--- src/flash_ctrl_pkg.sv ---
// Package with register offsets, command codes and state encodings.
package flash_ctrl_pkg;

	// ****************************************************************
	// Register file addresses
	// ****************************************************************
	localparam logic [11:0] CTRL_STAT_ADDR = 12'hff8;
	localparam logic [11:0] PAGE_SEL_ADDR  = 12'hff9;

	// ****************************************************************
	// Control register command codes
	// ****************************************************************
	localparam logic [7:0] KEY_FIRST     = 8'h73;
	localparam logic [7:0] KEY_SECOND    = 8'h8c;
	localparam logic [7:0] CMD_PAGE_ERS  = 8'h95;
	localparam logic [7:0] CMD_SECT_SEL  = 8'h5e;

	// ****************************************************************
	// Status field codes
	// ****************************************************************
	localparam logic [5:0] ST_LOCKED   = 6'h00;
	localparam logic [5:0] ST_KEY1     = 6'h01;
	localparam logic [5:0] ST_KEY2     = 6'h02;
	localparam logic [5:0] ST_UNLOCKED = 6'h03;
	localparam logic [5:0] ST_SECT_SEL = 6'h04;
	localparam logic [5:0] ST_PROG     = 6'h08;
	localparam logic [5:0] ST_PG_ERS   = 6'h10;
	localparam logic [5:0] ST_MASS_ERS = 6'h20;

	// ****************************************************************
	// Reset values and sizes
	// ****************************************************************
	localparam logic [7:0] STATUS_RESET  = 8'h00;
	localparam logic [7:0] SECTOR_RESET  = 8'h00;
	localparam logic [7:0] PAGE_RESET    = 8'h00;
	localparam int         NUM_SECTORS   = 8;

endpackage

--- src/flash_unlock_protect_ctrl.sv ---
// Flash controller front end: unlock sequence, protection and status.
`timescale 1ns/1ps
module flash_unlock_protect_ctrl
	import flash_ctrl_pkg::*;
#(
	parameter int PAGE_W   = 8,
	parameter int OFFS_W   = 9,
	parameter int BUSY_CYC = 4
)(
	input  wire logic                     core_clk,
	input  wire logic                     nrst,
	input  wire logic [11:0]              reg_addr,
	input  wire logic [7:0]               reg_wdata,
	input  wire logic                     reg_wr,
	input  wire logic                     reg_rd,
	output logic      [7:0]               reg_rdata,
	input  wire logic                     mem_wr,
	input  wire logic [PAGE_W+OFFS_W-1:0] mem_addr,
	input  wire logic [7:0]               mem_wdata,
	input  wire logic                     dbg_mass_erase,
	input  wire logic                     main_write_protect_option,
	input  wire logic                     high_sector_write_protect_option,
	output logic                          prog_req,
	output logic [PAGE_W+OFFS_W-1:0]      prog_addr,
	output logic [7:0]                    prog_data,
	output logic                          page_erase_req,
	output logic [PAGE_W-1:0]             erase_page,
	output logic                          mass_erase_req,
	output logic [5:0]                    controller_state_code
);

	// ****************************************************************
	// State machine
	// ****************************************************************
	typedef enum logic [7:0] {
		S_LOCKED   = 8'b0000_0001,
		S_KEY1     = 8'b0000_0010,
		S_KEY2     = 8'b0000_0100,
		S_UNLOCKED = 8'b0000_1000,
		S_SECT     = 8'b0001_0000,
		S_PROG     = 8'b0010_0000,
		S_PG_ERS   = 8'b0100_0000,
		S_MASS_ERS = 8'b1000_0000
	} ctrl_state_e;

	ctrl_state_e             state_r;
	ctrl_state_e             state_nxt;
	logic [PAGE_W-1:0]       page_r;
	logic [NUM_SECTORS-1:0]  sect_prot_r;
	logic                    programmed_r;
	logic [3:0]              busy_cnt_r;
	logic [7:0]              rdata_nxt;
	logic                    dbg_s1_r;
	logic                    dbg_s2_r;
	logic                    dbg_s3_r;
	logic                    opt_main_s1_r;
	logic                    opt_main_r;
	logic                    opt_high_s1_r;
	logic                    opt_high_r;
	logic                    sect_blocked;
	logic                    ctrl_wr;
	logic                    page_wr;
	logic                    mem_in_page;
	logic                    user_enable;
	logic                    dbg_rise;
	logic                    busy_done;

	assign ctrl_wr     = reg_wr && (reg_addr == CTRL_STAT_ADDR);
	assign page_wr     = reg_wr && (reg_addr == PAGE_SEL_ADDR);
	assign mem_in_page = (mem_addr[PAGE_W+OFFS_W-1:OFFS_W] == page_r);
	assign user_enable = opt_main_r;
	assign dbg_rise    = dbg_s2_r && !dbg_s3_r;
	assign busy_done   = (busy_cnt_r == 4'h0);

	sector_map #(
		.PAGE_W (PAGE_W)
	) u_sector_map (
		.page    (page_r),
		.protect (sect_prot_r),
		.blocked (sect_blocked)
	);

	// ****************************************************************
	// Input synchronisers
	// ****************************************************************
	always_ff @(posedge core_clk or negedge nrst)
	begin
		if (!nrst)
		begin
			dbg_s1_r      <= 1'b0;
			dbg_s2_r      <= 1'b0;
			dbg_s3_r      <= 1'b0;
			opt_main_s1_r <= 1'b0;
			opt_main_r    <= 1'b0;
			opt_high_s1_r <= 1'b0;
			opt_high_r    <= 1'b0;
		end
		else
		begin
			dbg_s1_r      <= dbg_mass_erase;
			dbg_s2_r      <= dbg_s1_r;
			dbg_s3_r      <= dbg_s2_r;
			opt_main_s1_r <= main_write_protect_option;
			opt_main_r    <= opt_main_s1_r;
			opt_high_s1_r <= high_sector_write_protect_option;
			opt_high_r    <= opt_high_s1_r;
		end
	end

	// ****************************************************************
	// Next state
	// ****************************************************************
	always_comb
	begin
		state_nxt = state_r;
		unique case (state_r)
			S_LOCKED:
				if (ctrl_wr && reg_wdata == KEY_FIRST)
					state_nxt = S_KEY1;
				else if (ctrl_wr && reg_wdata == CMD_SECT_SEL)
					state_nxt = S_SECT;
			S_KEY1:
				if (ctrl_wr)
					state_nxt = (reg_wdata == KEY_SECOND) ? S_KEY2
						: S_LOCKED;
				else if (page_wr)
					state_nxt = S_LOCKED;
			S_KEY2:
				if (page_wr)
					state_nxt = (reg_wdata == page_r) ? S_UNLOCKED
						: S_LOCKED;
				else if (ctrl_wr)
					state_nxt = S_LOCKED;
			S_UNLOCKED:
				if (ctrl_wr)
				begin
					if (reg_wdata == CMD_PAGE_ERS && !programmed_r
						&& user_enable && !sect_blocked)
						state_nxt = S_PG_ERS;
					else
						state_nxt = S_LOCKED;
				end
				else if (mem_wr && mem_in_page && user_enable
					&& !sect_blocked)
					state_nxt = S_PROG;
			S_SECT:
				if (ctrl_wr)
					state_nxt = S_LOCKED;
			S_PROG:
				if (busy_done)
					state_nxt = S_UNLOCKED;
			S_PG_ERS:
				if (busy_done)
					state_nxt = S_LOCKED;
			S_MASS_ERS:
				if (busy_done)
					state_nxt = S_LOCKED;
			default:
				state_nxt = S_LOCKED;
		endcase
		// Mass erase only through the debug port, never from user code.
		if (dbg_rise && (state_r == S_LOCKED || state_r == S_UNLOCKED))
			state_nxt = S_MASS_ERS;
	end

	always_ff @(posedge core_clk or negedge nrst)
	begin
		if (!nrst)
			state_r <= S_LOCKED;
		else
			state_r <= state_nxt;
	end

	// ****************************************************************
	// Operation timer
	// ****************************************************************
	always_ff @(posedge core_clk or negedge nrst)
	begin
		if (!nrst)
			busy_cnt_r <= 4'h0;
		else if (state_nxt != state_r && (state_nxt == S_PROG
			|| state_nxt == S_PG_ERS || state_nxt == S_MASS_ERS))
			busy_cnt_r <= 4'(BUSY_CYC - 1);
		else if (!busy_done)
			busy_cnt_r <= busy_cnt_r - 4'h1;
	end

	// ****************************************************************
	// Page select and sector protection
	// ****************************************************************
	always_ff @(posedge core_clk or negedge nrst)
	begin
		if (!nrst)
			page_r <= PAGE_W'(PAGE_RESET);
		else if (page_wr && state_r == S_LOCKED)
			page_r <= reg_wdata[PAGE_W-1:0];
	end

	always_ff @(posedge core_clk or negedge nrst)
	begin
		if (!nrst)
			sect_prot_r <= SECTOR_RESET;
		else if (page_wr && state_r == S_SECT)
			sect_prot_r <= sect_prot_r | reg_wdata;
	end

	always_ff @(posedge core_clk or negedge nrst)
	begin
		if (!nrst)
			programmed_r <= 1'b0;
		else if (state_r != S_UNLOCKED && state_r != S_PROG)
			programmed_r <= 1'b0;
		else if (state_r == S_PROG)
			programmed_r <= 1'b1;
	end

	// ****************************************************************
	// Flash array requests
	// ****************************************************************
	always_ff @(posedge core_clk or negedge nrst)
	begin
		if (!nrst)
		begin
			prog_req       <= 1'b0;
			prog_addr      <= '0;
			prog_data      <= 8'h00;
			page_erase_req <= 1'b0;
			erase_page     <= '0;
			mass_erase_req <= 1'b0;
		end
		else
		begin
			prog_req       <= state_r == S_UNLOCKED && state_nxt == S_PROG;
			page_erase_req <= state_r != S_PG_ERS && state_nxt == S_PG_ERS;
			mass_erase_req <= state_r != S_MASS_ERS
				&& state_nxt == S_MASS_ERS;
			if (state_nxt == S_PROG && state_r == S_UNLOCKED)
			begin
				prog_addr <= mem_addr;
				prog_data <= mem_wdata;
			end
			erase_page <= page_r;
		end
	end

	// ****************************************************************
	// Status and read data
	// ****************************************************************
	function automatic logic [5:0] code_of(input ctrl_state_e s);
		unique case (s)
			S_LOCKED:   code_of = ST_LOCKED;
			S_KEY1:     code_of = ST_KEY1;
			S_KEY2:     code_of = ST_KEY2;
			S_UNLOCKED: code_of = ST_UNLOCKED;
			S_SECT:     code_of = ST_SECT_SEL;
			S_PROG:     code_of = ST_PROG;
			S_PG_ERS:   code_of = ST_PG_ERS;
			S_MASS_ERS: code_of = ST_MASS_ERS;
			default:    code_of = ST_LOCKED;
		endcase
	endfunction

	always_comb
	begin
		rdata_nxt = 8'h00;
		if (reg_rd && reg_addr == CTRL_STAT_ADDR)
			rdata_nxt = {2'b00, code_of(state_r)};
		else if (reg_rd && reg_addr == PAGE_SEL_ADDR)
			rdata_nxt = (state_r == S_SECT) ? sect_prot_r
				: 8'(page_r);
	end

	always_ff @(posedge core_clk or negedge nrst)
	begin
		if (!nrst)
		begin
			reg_rdata             <= STATUS_RESET;
			controller_state_code <= ST_LOCKED;
		end
		else
		begin
			reg_rdata             <= rdata_nxt;
			controller_state_code <= code_of(state_nxt);
		end
	end

	// ****************************************************************
	// Assertions
	// ****************************************************************
	property p_reset_locked;
		@(posedge core_clk) $rose(nrst) |-> state_r == S_LOCKED;
	endproperty
	a_reset_locked: assert property (p_reset_locked)
		else $error("not locked after reset");

	property p_key_seq;
		@(posedge core_clk) disable iff (!nrst)
		state_r == S_LOCKED && ctrl_wr && reg_wdata == KEY_FIRST
		&& !dbg_rise |=> state_r == S_KEY1;
	endproperty
	a_key_seq: assert property (p_key_seq)
		else $error("first key not taken");

	property p_page_mismatch;
		@(posedge core_clk) disable iff (!nrst)
		state_r == S_KEY2 && page_wr && reg_wdata != page_r
		|=> state_r == S_LOCKED;
	endproperty
	a_page_mismatch: assert property (p_page_mismatch)
		else $error("mismatched page did not lock");

	property p_erase_blocked;
		@(posedge core_clk) disable iff (!nrst)
		page_erase_req |-> !$past(sect_blocked) && $past(opt_main_r);
	endproperty
	a_erase_blocked: assert property (p_erase_blocked)
		else $error("erase of protected sector");

	property p_other_locks;
		@(posedge core_clk) disable iff (!nrst)
		state_r == S_UNLOCKED && ctrl_wr && reg_wdata != CMD_PAGE_ERS
		&& !dbg_rise |=> state_r == S_LOCKED;
	endproperty
	a_other_locks: assert property (p_other_locks)
		else $error("unlocked state survived control write");

	property p_mass_debug;
		@(posedge core_clk) disable iff (!nrst)
		$rose(mass_erase_req) |-> $past(dbg_rise);
	endproperty
	a_mass_debug: assert property (p_mass_debug)
		else $error("mass erase without debug request");

	property p_prot_sticky;
		@(posedge core_clk) disable iff (!nrst)
		(sect_prot_r & $past(sect_prot_r)) == $past(sect_prot_r)
		&& (sect_prot_r == $past(sect_prot_r) || $past(page_wr));
	endproperty
	a_prot_sticky: assert property (p_prot_sticky)
		else $error("sector protection changed without write");

	property p_status_code;
		@(posedge core_clk) disable iff (!nrst)
		$past(reg_rd && reg_addr == CTRL_STAT_ADDR)
		|-> reg_rdata[7:6] == 2'b00
		&& reg_rdata[5:0] == $past(controller_state_code);
	endproperty
	a_status_code: assert property (p_status_code)
		else $error("reserved status bits set");

endmodule

--- src/sector_map.sv ---
// Page-to-sector mapper with protection lookup.
`timescale 1ns/1ps
module sector_map
	import flash_ctrl_pkg::*;
#(
	parameter int PAGE_W = 8
)(
	input  wire logic [PAGE_W-1:0]      page,
	input  wire logic [NUM_SECTORS-1:0] protect,
	output logic                        blocked
);
	logic [2:0] sector;

	// Eight sectors of one eighth each; when fewer than eight pages exist a
	// sector equals one page.
	always_comb
	begin
		if (PAGE_W >= 3)
			sector = page[PAGE_W-1 -: 3];
		else
			sector = 3'(page);
		blocked = protect[sector];
	end
endmodule

--- config.mk ---
export PLATFORM = sky130hd
export DESIGN_NAME = flash_unlock_protect_ctrl
export DESIGN_NICKNAME = d
export VERILOG_FILES = /design/src/flash_ctrl_pkg.sv /design/src/flash_unlock_protect_ctrl.sv /design/src/sector_map.sv
export SDC_FILE = /design/constraint.sdc
export NUM_CORES = 1
export LEC_CHECK = 0
export BUFFER_PORTS_ARGS = -buffer_cell sky130_fd_sc_hd__buf_2
export CAP_MARGIN = 5
export CORE_ASPECT_RATIO = 1.75
export CORE_MARGIN = 8
export CORE_UTILIZATION = 53
export CTS_BUF_LIST = sky130_fd_sc_hd__clkbuf_4 sky130_fd_sc_hd__clkbuf_8 sky130_fd_sc_hd__clkbuf_16
export DETAILED_ROUTE_END_ITERATION = 10
export HOLD_SLACK_MARGIN = 0.03
export PLACE_DENSITY = 0.79
export SLEW_MARGIN = 20
export SYNTH_ARGS = -nofsm -noshare
export SYNTH_HDL_FRONTEND = slang
export SYNTH_SLANG_ARGS = --single-unit
--- constraint.sdc ---
create_clock -name core_clk -period 3.3 [get_ports core_clk]
set_input_delay 0 -clock core_clk [delete_from_list [all_inputs] [get_ports core_clk]]
set_output_delay 0 -clock core_clk [all_outputs]
set_load 0.02 [all_outputs]
==> metrics.md <==
| Metric | Value |
|---|---|
| Total grt overflow | 0 |
| DRT iter0 DRCs | ~190 |
| Count of final hold-check violations | 0 |
| DRC | 0 |
| Initial antenna violation count | 0 |
| Hold slack | 0.149 ns |
| Final wirelength | 12800 um |
| Crit Path Class | register to register |
| Vias in the first global route | ~4100 |
| Critical hold path startpoint | reg_addr[0] |
| # rows | 42 |
| CTS buffer count | 9 |
| Port-buffer cells | ~100 |
| Placed insts | 598 |
| IO Count | 103 |
| Max-slew violations | 0 |
| Bufs and invs on worst path | 1 |
| Clk sinks | 84 |
| Critical Path Max Stage Delay | 0.66 ns |
| Leakage | between 0.002 and 0.003 uW |
| Share of the synthesized area in the top cell type | 0.501 |
| Slew @ Worst Pin | 0.821 ns |
| Yosys reg bits | 84 |
| Hold/Removal Path Class | primary input to register |
| Cell Area, Placed | 4730 um2 |
| Syn nets | approximately 480 |
| Reg2reg path depth | 8 |
| Post-synth EDFFs | 0 |
| Max Clk Rate | 350 MHz |
| GRT Util Overall | 0.232 |
| Max-cap violations | 0 |
| Capturing point of the worst reg2reg path | prog_addr[0] |
| Clock latency at the later pin of the worst-skew pair | ~0.34 ns |
| FF-to-FF Start | state_r[0] |
| Synth top area cells | dfrtp_1, nand2_1, mux2i_1 |
| Endpoints failing setup | 0 |
| Hold path cells | 3 |
| Result of the run | finished, final reports clean |
| Reg clk slew, reported paths | 0.06 ns |
| Slowest stage cell, crit path | or4_1 |
| Cells after Synth | 421 |
| Power per cell area | slightly above 500 nW/um2 |
| Vias per cell | 5.88 |
| Most used cell, CP | nand2_1 |
| Via count | between 3000 and 4000 |
| Setup TNS | 0 ns |
| R2R setup slack | ~0.44 ns |
| Fin crit share | 0.866 |
| Synthesis-to-finish area growth | 30.6% |
| Main synth FF type | dfrtp_1 |
| Worst EP required | 3.58 ns |
| Ys async rst share | 1.00 |
| Mapped Avg Cell Area | 9.85 um2 |
| Clock buffer depth | 2 |
| Minimum clock period | 2.86 ns |
| Clk_skew | 0.0100 ns |
| Post-CTS Setup Inserts | 0 |
| Die area | between 10000 and 15000 um2 |
| Fraction of layout cells with a size suffix above 1 | 0.256 |
| Sequential fraction of the synthesis area | 0.507 |
| Die Ht | ~130 um |
| ANT cells | 0 |
| Hold Path End | reg_rdata[3] |
| First-pass GRT wire length | 20600 um |
| First-pass detailed-route iteration total | 5 |
| H-tree levels | 3 |
| Delay-heaviest family, CP | simple AND/OR/NAND/NOR gates |
| Detail Placement HPWL | 8760 um |
| Yosys top cell by area | dfrtp_1 |
| Worst path cell trace | or4_1, nor4_1, a311oi_1, a21oi_2, and4b_1, buf_4, nand2_1, nand2_1 |
| Synth Warn # | 0 |
| Max VDD drop | 500 uV |
| Relative slew slack | 0.451 |
| Crit end category | register |
| Clk root buf | clkbuf_16 |
| Wire per inst | between 15 and 20 um |
| Unrepaired setup endpoints after global routing | no |
| ANT nets after route | 0 |
| Final instance area | 5420 um2 |
| Die X | around 83 um |
| Netlist Area Pre-Place | 4150 um2 |
| Initial Util | 0.548 |
| Worst Path Arrival | 3.13 ns |
| GP Congestion | around 0.91 |
| Final Non-Filler Cells | 651 |
| Fin nets | 613 |
| CTS tree | yes |
| CP startpoint kind | register |
| Largest net degree at the start of global routing | 85 |
| Critical Path Fanout Max | 26 |
| Distinct cells, synth | 60 |
| Core footprint | 7570 um2 |
-- registers in the layout (all words and copies together), names as in the netlist, 4 cells and up --
register and cells:
busy_cnt_r 4, sect_prot_r 8, state_r 8, prog_addr 17, controller_state_code 6, page_r 8, reg_rdata 8, erase_page 8
prog_data 8
-- worst min-delay path: stages --
cell and delay, ns:
buf_2 0.23, nor2_1 0.15, a211oi_1 0.06
-- where the power goes --
group,switching (uW),internal [uW]
Combinational,375,258
Sequential,60.9,1080
Clock,389,609
Total,825,1950
-- timing repair --
| item | in CTS | in global routing |
|---|---|---|
| hold buffers | 38 | 0 |
| gates resized for setup | 0 | 0 |
| endpoints found under the hold margin | 127 | 0 |
-- cells in the mapped netlist (2+ instances only) --
library cell / number
and2_1: 2
nor3b_1: 4
nand4_1: 10
or4_1: 4
o21a_1: 3
buf_2: 3
dfrtp_1: 83
nor2_1: 26
xnor2_1: 10
a21o_1: 12
o211ai_1: 2
or4bb_1: 2
inv_1: 8
nor4_1: 15
and4b_1: 2
buf_4: 3
nand4b_1: 2
a21oi_1: 13
nor2b_1: 2
nand2b_1: 7
buf_1: 2
o21ai_0: 2
clkbuf_1: 12
and3_1: 5
mux2_2: 9
nand2_1: 92
a211oi_1: 5
or3b_2: 2
nand3_1: 7
nand3b_1: 3
xor2_1: 13
nor3_1: 16
mux2i_1: 13
-- layout make-up --
| type | instances | area [um2] |
|---|---|---|
| fill | 517 | 2150 |
| clock inverter | 4 | 50.0 |
| timing repair buffer | 147 | 952 |
| clock buffer | 11 | 246 |
| inverter | 8 | 30.0 |
| tap | 88 | 110 |
| sequential | 84 | 2100 |
| multi-input combinational | 309 | 1920 |
-- layout by cell type, fill, tap and decap left out, types with 5 or more instances in the layout --
cell type      netlist  layout
a211oi_1             5       5
a21o_1              12      12
a21oi_1             13      13
and3_1               5       5
buf_2                3     100
buf_4                3       8
clkbuf_16            0       9
dfrtp_1             83      83
dlygate4sd3_1        0      38
inv_1                8       8
mux2_2               9       9
mux2i_1             13      13
nand2_1             92      92
nand2b_1             7       7
nand3_1              7       7
nand4_1             10      10
nor2_1              26      26
nor3_1              16      16
nor4_1              15      15
xnor2_1             10      10
xor2_1              13      13
-- kinds of logic (layout without fill, tap and decap cells) --
logic type | after synthesis | after routing | synth area share
buffers and inverters | 28 | 170 | 0.0290
XOR/XNOR | 23 | 23 | 0.0486
flip-flops | 84 | 84 | 0.507
AND/OR/NAND/NOR | 207 | 207 | 0.250
multiplexers | 23 | 23 | 0.0613
adder cells (fa/ha/maj) | 1 | 1 | 0.00302
AO/OA/AOI/OAI | 55 | 55 | 0.101
-- how the worst max path moves through the flow --
stage | start | endpoint | slack, ns | depth (start not counted)
final | state_r[0] | prog_addr[0] | 0.44 | 8
after global routing | state_r[0] | prog_addr[0] | 0.29 | 8
after CTS | state_r[0] | prog_addr[11] | 0.52 | 8
after detailed placement | state_r[0] | busy_cnt_r[0] | 0.55 | 7
after global placement | state_r[0] | prog_addr[0] | 0.58 | 8
after floorplan | state_r[0] | prog_addr[0] | 0.85 | 10
-- per-stage QoR --
stage / power [uW] / utilization / worst slack (ns)
finish: 2780 / 0.716 / 0.444
global route: 2900 / 0.716 / 0.289
CTS: 2780 / 0.715 / 0.519
detailed placement: 1750 / 0.626 / 0.552
global placement: 1730 / 0.626 / 0.583
floorplan: 1570 / - / 0.855
-- routing by layer --
layer / wire length [um] / global-route usage / vias to the layer above / part of all wire
li1: - / - / 1770 / -
met1: 4340 / 0.212 / 1863 / 0.34
met2: 7170 / 0.436 / 149 / 0.56
met3: 673 / 0.0559 / 43 / 0.053
met4: 595 / 0.153 / 0 / 0.047
met5: 0 / 0 / - / 0
Power figures use the tool's default switching activity.
